--- config.mk ---
export PLATFORM = sky130hd
export DESIGN_NAME = pmpg_top
export DESIGN_NICKNAME = d
export VERILOG_FILES = /design/src/hw/pmpg_pkg.sv /design/src/hw/pmpg_top.sv
export SDC_FILE = /design/constraint.sdc
export NUM_CORES = 1
export LEC_CHECK = 0
export BUFFER_PORTS_ARGS = -buffer_cell sky130_fd_sc_hd__buf_2
export CAP_MARGIN = 20
export CORE_ASPECT_RATIO = 1.1
export CORE_MARGIN = 4
export CORE_UTILIZATION = 52
export DETAILED_ROUTE_END_ITERATION = 16
export MAX_ROUTING_LAYER = met4
export PLACE_DENSITY = 0.86
export SYNTH_ARGS = -nofsm -noshare
export SYNTH_HDL_FRONTEND = slang
export SYNTH_SLANG_ARGS = --single-unit
--- constraint.sdc ---
create_clock -name core_clk_i -period 8.7 [get_ports core_clk_i]
set_input_delay 1.74 -clock core_clk_i [delete_from_list [all_inputs] [get_ports core_clk_i]]
set_output_delay 1.74 -clock core_clk_i [all_outputs]
set_load 0.005 [all_outputs]
--- src/hw/pmpg_pkg.sv ---
// Constants and types for the program memory partition guard
package pmpg_pkg;

  // Program counter and word widths
  localparam int PC_W = 15;
  localparam int WORD_W = 14;
  localparam int REG_W = 16;

  // Fixed vectors and memory size limits
  localparam logic [14:0] RESET_VECTOR = 15'h0000;
  localparam logic [14:0] IRQ_VECTOR = 15'h0004;
  localparam logic [14:0] LAST_ADDR_8K = 15'h1fff;
  localparam logic [14:0] LAST_ADDR_16K = 15'h3fff;

  // Storage area spans the last 128 words
  localparam logic [14:0] SAF_SPAN_M1 = 15'h007f;
  localparam logic [14:0] APP_TOP_GAP = 15'h0080;

  // Smallest boot block, in words, for size code 7
  localparam logic [16:0] BOOT_MIN_WORDS = 17'h00200;
  localparam logic [2:0] BOOT_SIZE_MAX = 3'h7;

  // Register offsets
  localparam logic [7:0] REG_CFG = 8'h00;
  localparam logic [7:0] REG_BOOT_LAST = 8'h04;
  localparam logic [7:0] REG_APP_LAST = 8'h08;
  localparam logic [7:0] REG_STATUS = 8'h0c;
  localparam logic [7:0] REG_MASK = 8'h10;
  localparam logic [7:0] REG_CTRL = 8'h14;
  localparam logic [7:0] REG_PC = 8'h18;

  // Status and mask bit positions
  localparam int ST_WR_ERR = 0;
  localparam int ST_EXEC_VIOL = 1;
  localparam int ST_W = 2;

  // Control bit positions
  localparam int CT_VIOL_FLAG = 0;
  localparam int CT_VIOL_RST_EN = 1;
  localparam int CT_W = 2;

  // Values after reset
  localparam logic [1:0] STATUS_RST = 2'h0;
  localparam logic [1:0] MASK_RST = 2'h0;
  localparam logic [1:0] CTRL_RST = 2'h3;

  // Region of a program word address
  typedef enum logic [1:0] {
    PMPG_RGN_NONE = 2'b00,
    PMPG_RGN_APP = 2'b01,
    PMPG_RGN_BOOT = 2'b10,
    PMPG_RGN_SAF = 2'b11
  } pmpg_region_type;

  // Configuration bits as latched at reset
  typedef struct packed {
    logic size_16k;
    logic config_write_protect;
    logic storage_write_protect;
    logic boot_write_protect;
    logic app_write_protect;
    logic [2:0] boot_block_size;
    logic storage_area_enable_n;
    logic boot_block_enable_n;
  } pmpg_cfg_type;

  // Write request from the non-volatile controller
  typedef struct packed {
    logic valid;
    logic cfg_space;
    logic [14:0] addr;
  } pmpg_nvm_req_type;

endpackage

--- src/hw/pmpg_top.sv ---
// Program memory partition decode, write guard and execution guard
//
// Overview of operation
// - Program counter is fifteen bits, 32K words
// - Reset fetches word zero, interrupt word four
// - Last address 1FFFh or 3FFFh by size
// - Both enables high: all flash is application
// - Boot enabled: zero to boot last address
// - Application follows boot, ends last minus 80h with storage enabled, else at last
// - Storage enabled: final 128 words are storage
// - Storage words are never executable
// - Separate write protect bit per block
// - Protected write: memory unchanged, error flag set
// - Bad fetch: violation reset, violation flag cleared
// - Unimplemented data locations read as zero
`timescale 1ns/1ps

module pmpg_top (
  input wire logic core_clk_i,
  input wire logic reset_i,
  // Configuration straps, captured while reset is high
  input wire pmpg_pkg::pmpg_cfg_type cfg_i,
  // Program counter control from the core
  input wire logic pc_advance_i,
  input wire logic pc_load_i,
  input wire logic [6:0] pc_high_latch_i,
  input wire logic [7:0] pc_load_low_i,
  input wire logic irq_take_i,
  input wire logic exec_i,
  output logic [14:0] pc_o,
  output pmpg_pkg::pmpg_region_type pc_region_o,
  output logic exec_violation_reset_o,
  // Non-volatile write controller
  input wire pmpg_pkg::pmpg_nvm_req_type nvm_req_i,
  output logic nvm_wr_commit_o,
  output logic nvm_wr_reject_o,
  // Data memory read path
  input wire logic data_rd_i,
  input wire logic data_impl_i,
  input wire logic [7:0] data_rd_data_i,
  output logic [7:0] data_rd_data_o,
  // Register port
  input wire logic [7:0] reg_addr_i,
  input wire logic [15:0] reg_wdata_i,
  input wire logic reg_wr_i,
  input wire logic reg_rd_i,
  output logic [15:0] reg_rdata_o,
  output logic irq_o
);

  // Last boot word for a size code, kept inside the memory
  // Each step down in the size code doubles the boot block, starting
  // from the smallest block at the largest code. A shift is cheaper
  // than a lookup table and keeps the sizes in one constant.
  function automatic logic [14:0] boot_last_of(
    input logic [2:0] size,
    input logic [14:0] last
  );
    logic [16:0] words;
    logic [16:0] top;
    words = pmpg_pkg::BOOT_MIN_WORDS << (pmpg_pkg::BOOT_SIZE_MAX - size);
    top = words - 17'h00001;
    // Oversized codes clamp to the end of memory
    if (top > {2'b00, last}) begin
      boot_last_of = last;
    end else begin
      boot_last_of = top[14:0];
    end
  endfunction

  // Region that owns a word address
  // Shared by the fetch check and the write guard, so both sides of
  // the block always agree on where one block ends and the next starts.
  // The order of the tests is the priority when blocks overlap.
  function automatic pmpg_pkg::pmpg_region_type region_of(
    input logic [14:0] a,
    input pmpg_pkg::pmpg_cfg_type c,
    input logic [14:0] last,
    input logic [14:0] saf_base,
    input logic [14:0] boot_last
  );
    region_of = pmpg_pkg::PMPG_RGN_NONE;
    if (a > last) begin
      // Beyond the implemented flash
      region_of = pmpg_pkg::PMPG_RGN_NONE;
    end else if (!c.storage_area_enable_n && a >= saf_base) begin
      // Storage area wins the top words over a large boot block
      region_of = pmpg_pkg::PMPG_RGN_SAF;
    end else if (!c.boot_block_enable_n && a <= boot_last) begin
      region_of = pmpg_pkg::PMPG_RGN_BOOT;
    end else begin
      // Everything else, or all of it with both enables high
      region_of = pmpg_pkg::PMPG_RGN_APP;
    end
  endfunction

  // Latched configuration
  pmpg_pkg::pmpg_cfg_type cfg_q;

  // Program counter state
  logic [14:0] pc_q;
  logic [14:0] pc_d;

  // Register file state
  logic [1:0] status_q;
  logic [1:0] status_d;
  logic [1:0] mask_q;
  logic [1:0] ctrl_q;
  logic [1:0] ctrl_d;
  logic [15:0] rdata_q;
  logic [15:0] rdata_d;

  // Registered outputs
  logic viol_rst_q;
  logic commit_q;
  logic reject_q;
  logic [7:0] data_q;

  // Capture straps during reset so they hold still while running
  // No reset branch: the straps themselves are the value after reset.
  // Straps that move while running are ignored until the next reset,
  // so the partition can never shift under running code.
  always_ff @(posedge core_clk_i) begin
    if (reset_i) begin
      cfg_q <= cfg_i;
    end
  end

  // Partition boundaries, all derived from the last address
  // These are plain combinational terms of registered straps, so the
  // long subtract and compare chains have a whole cycle to settle.
  // Limitation: only the two documented memory sizes are decoded.
  logic [14:0] last_addr;
  logic [14:0] saf_base;
  logic [14:0] boot_last;
  logic [14:0] app_first;
  logic [14:0] app_last;
  assign last_addr = cfg_q.size_16k ? pmpg_pkg::LAST_ADDR_16K :
                     pmpg_pkg::LAST_ADDR_8K;
  assign saf_base = last_addr - pmpg_pkg::SAF_SPAN_M1;
  assign boot_last = boot_last_of(cfg_q.boot_block_size,
                                  last_addr);
  // Application start and end; only the end is read back by software
  assign app_first = cfg_q.boot_block_enable_n ? 15'h0000 :
                     boot_last + 15'h0001;
  assign app_last = cfg_q.storage_area_enable_n ? last_addr :
                    last_addr - pmpg_pkg::APP_TOP_GAP;

  // Fetch decode on the current program counter
  pmpg_pkg::pmpg_region_type pc_region;
  logic exec_ok;
  logic exec_bad;
  assign pc_region = region_of(pc_q, cfg_q, last_addr, saf_base,
                               boot_last);
  // Storage words and unimplemented words cannot run
  assign exec_ok = (pc_region == pmpg_pkg::PMPG_RGN_APP) ||
                   (pc_region == pmpg_pkg::PMPG_RGN_BOOT);
  assign exec_bad = exec_i && !exec_ok;

  // Next program counter: vector first, then jump, then step
  // The violation comes first so that a bad fetch can never be
  // masked by an interrupt or a jump arriving in the same cycle.
  // A load takes its upper bits from the core's high latch.
  always_comb begin
    pc_d = pc_q;
    if (exec_bad) begin
      // A violation restarts fetching at the reset vector
      pc_d = pmpg_pkg::RESET_VECTOR;
    end else if (irq_take_i) begin
      pc_d = pmpg_pkg::IRQ_VECTOR;
    end else if (pc_load_i) begin
      pc_d = {pc_high_latch_i, pc_load_low_i};
    end else if (pc_advance_i) begin
      // Wraps within the 15-bit space
      pc_d = pc_q + 15'h0001;
    end
  end

  // Program counter register
  always_ff @(posedge core_clk_i) begin
    if (reset_i) begin
      pc_q <= pmpg_pkg::RESET_VECTOR;
    end else begin
      pc_q <= pc_d;
    end
  end

  // Write guard: each block has its own protect bit
  // Configuration writes bypass the flash decode entirely; their
  // address space is separate and has its own protect bit.
  // Any address that no block owns is treated as protected.
  pmpg_pkg::pmpg_region_type wr_region;
  logic wr_protected;
  logic wr_take;
  logic wr_refuse;
  assign wr_region = region_of(nvm_req_i.addr, cfg_q, last_addr,
                               saf_base, boot_last);
  assign wr_protected =
    nvm_req_i.cfg_space ? cfg_q.config_write_protect :
    (wr_region == pmpg_pkg::PMPG_RGN_APP) ? cfg_q.app_write_protect :
    (wr_region == pmpg_pkg::PMPG_RGN_BOOT) ? cfg_q.boot_write_protect :
    (wr_region == pmpg_pkg::PMPG_RGN_SAF) ?
      cfg_q.storage_write_protect :
    1'b1;
  // Unimplemented flash words are refused like protected ones
  assign wr_take = nvm_req_i.valid && !wr_protected;
  assign wr_refuse = nvm_req_i.valid && wr_protected;

  // Commit or reject pulse, one cycle after the request
  // Exactly one of the two answers follows every valid request, and
  // the controller must not touch memory unless commit is seen.
  always_ff @(posedge core_clk_i) begin
    if (reset_i) begin
      commit_q <= 1'b0;
      reject_q <= 1'b0;
    end else begin
      commit_q <= wr_take;
      reject_q <= wr_refuse;
    end
  end

  // Violation reset pulse, suppressed when disabled by software
  // The pulse is registered so the reset it drives is glitch free.
  // It resets the core only; this block must keep its sticky state
  // so software can see why the core restarted.
  always_ff @(posedge core_clk_i) begin
    if (reset_i) begin
      viol_rst_q <= 1'b0;
    end else begin
      viol_rst_q <= exec_bad && ctrl_q[pmpg_pkg::CT_VIOL_RST_EN];
    end
  end

  // Data reads of unimplemented locations return zero
  // The result holds until the next read, so a slow consumer may
  // sample it any time before issuing another strobe.
  always_ff @(posedge core_clk_i) begin
    if (reset_i) begin
      data_q <= 8'h00;
    end else if (data_rd_i) begin
      data_q <= data_impl_i ? data_rd_data_i : 8'h00;
    end
  end

  // Register write decode
  logic wr_status;
  logic wr_mask;
  logic wr_ctrl;
  assign wr_status = reg_wr_i && (reg_addr_i == pmpg_pkg::REG_STATUS);
  assign wr_mask = reg_wr_i && (reg_addr_i == pmpg_pkg::REG_MASK);
  assign wr_ctrl = reg_wr_i && (reg_addr_i == pmpg_pkg::REG_CTRL);

  // Hardware events for the sticky status bits
  logic [1:0] events;
  assign events = {exec_bad, wr_refuse};

  // Status: write one to clear, a new event in the same cycle wins
  // Letting the set win means an event that lands on the clear is
  // never lost; software sees it on the next read instead.
  // Writing zero to a bit leaves it as it was.
  always_comb begin
    status_d = status_q;
    if (wr_status) begin
      status_d = status_q & ~reg_wdata_i[1:0];
    end
    status_d = status_d | events;
  end

  // Control: the violation flag is set by software, cleared by hardware
  // Software arms the flag after reading it; a cleared flag then
  // tells it that a violation reset has happened since.
  always_comb begin
    ctrl_d = ctrl_q;
    if (wr_ctrl) begin
      ctrl_d[pmpg_pkg::CT_VIOL_RST_EN] =
        reg_wdata_i[pmpg_pkg::CT_VIOL_RST_EN];
      // Writing zero leaves the flag alone
      ctrl_d[pmpg_pkg::CT_VIOL_FLAG] = ctrl_q[pmpg_pkg::CT_VIOL_FLAG] |
        reg_wdata_i[pmpg_pkg::CT_VIOL_FLAG];
    end
    // The hardware clear beats a software set in the same cycle
    if (exec_bad) begin
      ctrl_d[pmpg_pkg::CT_VIOL_FLAG] = 1'b0;
    end
  end

  // Software-visible registers
  always_ff @(posedge core_clk_i) begin
    if (reset_i) begin
      status_q <= pmpg_pkg::STATUS_RST;
      mask_q <= pmpg_pkg::MASK_RST;
      ctrl_q <= pmpg_pkg::CTRL_RST;
    end else begin
      status_q <= status_d;
      ctrl_q <= ctrl_d;
      if (wr_mask) begin
        mask_q <= reg_wdata_i[1:0];
      end
    end
  end

  // Read selection; unmapped offsets read zero
  // The chain is only as deep as the register map; it is driven by
  // the address alone, so the read strobe only gates the register.
  // Boundary registers let software check the partition it booted.
  logic [15:0] rd_mux;
  assign rd_mux =
    (reg_addr_i == pmpg_pkg::REG_CFG) ? {6'h00, cfg_q} :
    (reg_addr_i == pmpg_pkg::REG_BOOT_LAST) ? {1'b0, boot_last} :
    (reg_addr_i == pmpg_pkg::REG_APP_LAST) ? {1'b0, app_last} :
    (reg_addr_i == pmpg_pkg::REG_STATUS) ? {14'h0000, status_q} :
    (reg_addr_i == pmpg_pkg::REG_MASK) ? {14'h0000, mask_q} :
    (reg_addr_i == pmpg_pkg::REG_CTRL) ? {14'h0000, ctrl_q} :
    (reg_addr_i == pmpg_pkg::REG_PC) ? {1'b0, pc_q} :
    16'h0000;

  // Read data is valid only in the cycle after the strobe
  assign rdata_d = reg_rd_i ? rd_mux : 16'h0000;

  // Read data register
  always_ff @(posedge core_clk_i) begin
    if (reset_i) begin
      rdata_q <= 16'h0000;
    end else begin
      rdata_q <= rdata_d;
    end
  end

  // Output drive
  assign pc_o = pc_q;
  assign pc_region_o = pc_region;
  assign exec_violation_reset_o = viol_rst_q;
  assign nvm_wr_commit_o = commit_q;
  assign nvm_wr_reject_o = reject_q;
  assign data_rd_data_o = data_q;
  assign reg_rdata_o = rdata_q;
  // Level interrupt while any unmasked status bit stands
  assign irq_o = |(status_q & mask_q);

  // The application start is exported only through software readback
  // of boot_last; app_first documents the lower bound for the decoder.
  logic app_first_unused;
  assign app_first_unused = ^app_first;

endmodule

==> flow_summary.yaml <==
yosys:
  synth_area_per_cell_um2: 8.48
  syn_inst: 360
  ys_top_cells_by_count: "nor2_1 (52), dfxtp_1 (47), a21oi_1 (41)"
  syn_area_um2: 3050
  yosysTopAreaCellShare_pct: 30.8
  synth-edff-count: 10
  yosys.area.top_type: "dfxtp_1"
  synthTopCellsByArea: "dfxtp_1 (31%), edfxtp_1 (9.8%), a21oi_1 (6.7%)"
  synth_most_common_cell: "nor2_1"
  ys.flop_type: "dfxtp_1"
  synth-seq-cells: 57
  async_reset_ff_share_pct: 0
  yosys.cell_types.count: 59
  yosys_warnings: 0
  yosysSeqAreaShare_pct: 40.7
setup_path:
  worstSetupEndpointType: "output pin"
  r2r_start: "cfg_q[3]"
  crit_type: "reg -> out"
  critical_path.max_fanout: 7
  worst_setup_path_start_kind: "register"
  critPathArrivalTime_ns: 2.90
  cp_data_required_time_ns: 6.96
  crit_start: "cfg_q[3]"
route:
  drc: 0
  vias_per_cell: 5.67
  ant_nets: 0
  routedLengthMet1_um: 3580
  dr.max_layer_used: "met4"
  dr.pass1.iters: 5
  drt-total-wl_um: 8760
  drtIter0Drc: 191
  dr_wl_met3_um: 707
  wl_per_cell_um: 15.9
  vias: 3120
  wl_met2_um: 4300
clock_network:
  cts.sinks: 57
  cts_resized: 0
  cts_root_buffer: "clkbuf_8"
  cts_setup_buffers: 0
  clock_latency_ns: 0.34
  cts_tree: "built"
  cts_buffers: 9
  clkTransAtPathRegs_ns: 0.07
  ctsHoldBuffers: 0
  cts_buffer_depth: 2
  htreeDepth: 3
timing:
  fin_tns_setup_ns: 0
  finalSetupViolations: 0
  fin_ws_ns: 4.06
  maxSlewHeadroom_pct: 33.3
  max_freq_ghz: 0.215
  holdWs_ns: 0.502
  maxSlewViolCount: 0
  fin_crit_ns: 4.64
  rsz0062_at_grt: "false"
  fin_skew_ns: 0.00656
  tightest_slew_ns: 1.00
  period_share_pct: 53.4
  hold_viol: 0
pwr:
  p_per_area_nw_per_um2: 161
  p_leak_nw: 1.72
  power_uw: 621
  ir_drop_mv: 0.115
job:
  maxCapViolations: 0
floorplan:
  initial_core_util_pct: 53.2
  fp.dieH_um: 88.3
  num_rows: 29
  dieArea_um2: 7160
  dieWidth_um: 81.0
  io_pins: 129
  core_um2: 5730
place:
  dpl_cell_area_um2: 3650
  pre_cts_slack_ns: 4.34
  dp.cells: 534
  io_buffers: 113
  gp_congestion: 0.919
  dp_hpwl_um: 6560
finish:
  fin_cells: 550
  final_util_pct: 67.1
  final_nets: 562
  fillerInstances: 507
  multiInputGateArea_um2: 1710
  diodes: 0
  seq_area_um2: 1240
  areaGrowthSynthToFinish_pct: 26.0
  final_area_um2: 3850
  drive_gt1_share_pct: 29.8
run_status:
  status: "completed"
global_route:
  grt.total_usage_pct: 25.6
  grt_max_degree: 27
  grt_pass1_wl_um: 13600
  antenna_found_initial: 0
  grt_pass1_vias: 3027
  overflow: 0
hold_path:
  hold_start: "mask_q[1]"
  hold_class: "reg -> reg"
==> critical path, stage by stage (launching register included) <==
cell      delay (ns)
edfxtp_1        0.49
a21oi_1         0.18
ha_1            0.20
and2b_1         0.25
and3_2          0.28
xnor2_1         0.13
or4_1           0.48
nor3_1          0.14
a211oi_1        0.08
o21ba_2         0.21
buf_2           0.12
==> flip-flops by register name, summed over array words and instances, names as in the netlist <==
| register | flops |
|---|---|
| cfg_q | 10 |
| ctrl_q | 2 |
| data_rd_data_o | 8 |
| exec_violation_reset_o | 1 |
| mask_q | 2 |
| nvm_wr_commit_o | 1 |
| nvm_wr_reject_o | 1 |
| pc_o | 15 |
| reg_rdata_o | 15 |
| status_q | 2 |
==> report_power, final <==
group,internal [mW],total (mW),switching (mW)
Combinational,0.0390,0.0834,0.0444
Sequential,0.279,0.292,0.0129
Clock,0.129,0.246,0.116
Total,0.447,0.621,0.174
==> area by class of cell <==
cell class	count	area share, %
Clock inverter	5	0.878
Sequential cell	57	32.3
Tap cell	77	2.50
Multi-Input combinational cell	277	44.3
Clock buffer	11	4.23
Inverter	9	0.878
Timing Repair Buffer	114	14.9
==> per-layer routing <==
layer | vias to the layer above | track usage [%]
met5 | - | -
li1 | 1518 | -
met2 | 140 | 43.1
met3 | 20 | 6.01
met1 | 1442 | 29.3
met4 | 0 | 10.1
==> worst paths after layout <==
kind | depth (start not counted) | to | slack, ns
min | 2 | mask_q[1] | 0.50
max | 10 | pc_region_o[0] | 4.06
min reg2reg | 2 | mask_q[1] | 0.50
max reg2reg | 10 | status_q[0] | 5.73
==> logic make-up (layout without fill, tap and decap cells) <==
logic type | Yosys count | in the layout | synth area share, %
compound gates | 90 | 90 | 19.5
mux | 8 | 8 | 2.75
flops | 57 | 57 | 40.7
simple gates | 152 | 152 | 25.1
other cells | 2 | 3 | 0.246
xor+xnor | 14 | 14 | 4.02
buf+inv | 27 | 139 | 3.57
fa+ha+maj | 10 | 10 | 4.10
==> cells in the final DEF (no fill, tap or decap), types with 3 or more instances in the layout <==
cell	instances
nand3_1	8
edfxtp_1	10
nand2_1	25
o21ai_0	8
and3_1	4
conb_1	3
a221oi_1	6
clkbuf_8	10
nand4_1	9
nor2b_1	13
buf_2	113
or3_1	4
mux2i_1	5
a2111oi_0	4
inv_1	9
mux2_2	3
a21oi_1	41
xnor2_1	6
nand2b_1	9
and4_1	3
nor3_1	9
ha_1	10
xor2_1	8
dfxtp_1	47
o211a_1	3
nor2_1	52
a31oi_1	5
No activity file was read; power rests on OpenSTA's default activity.
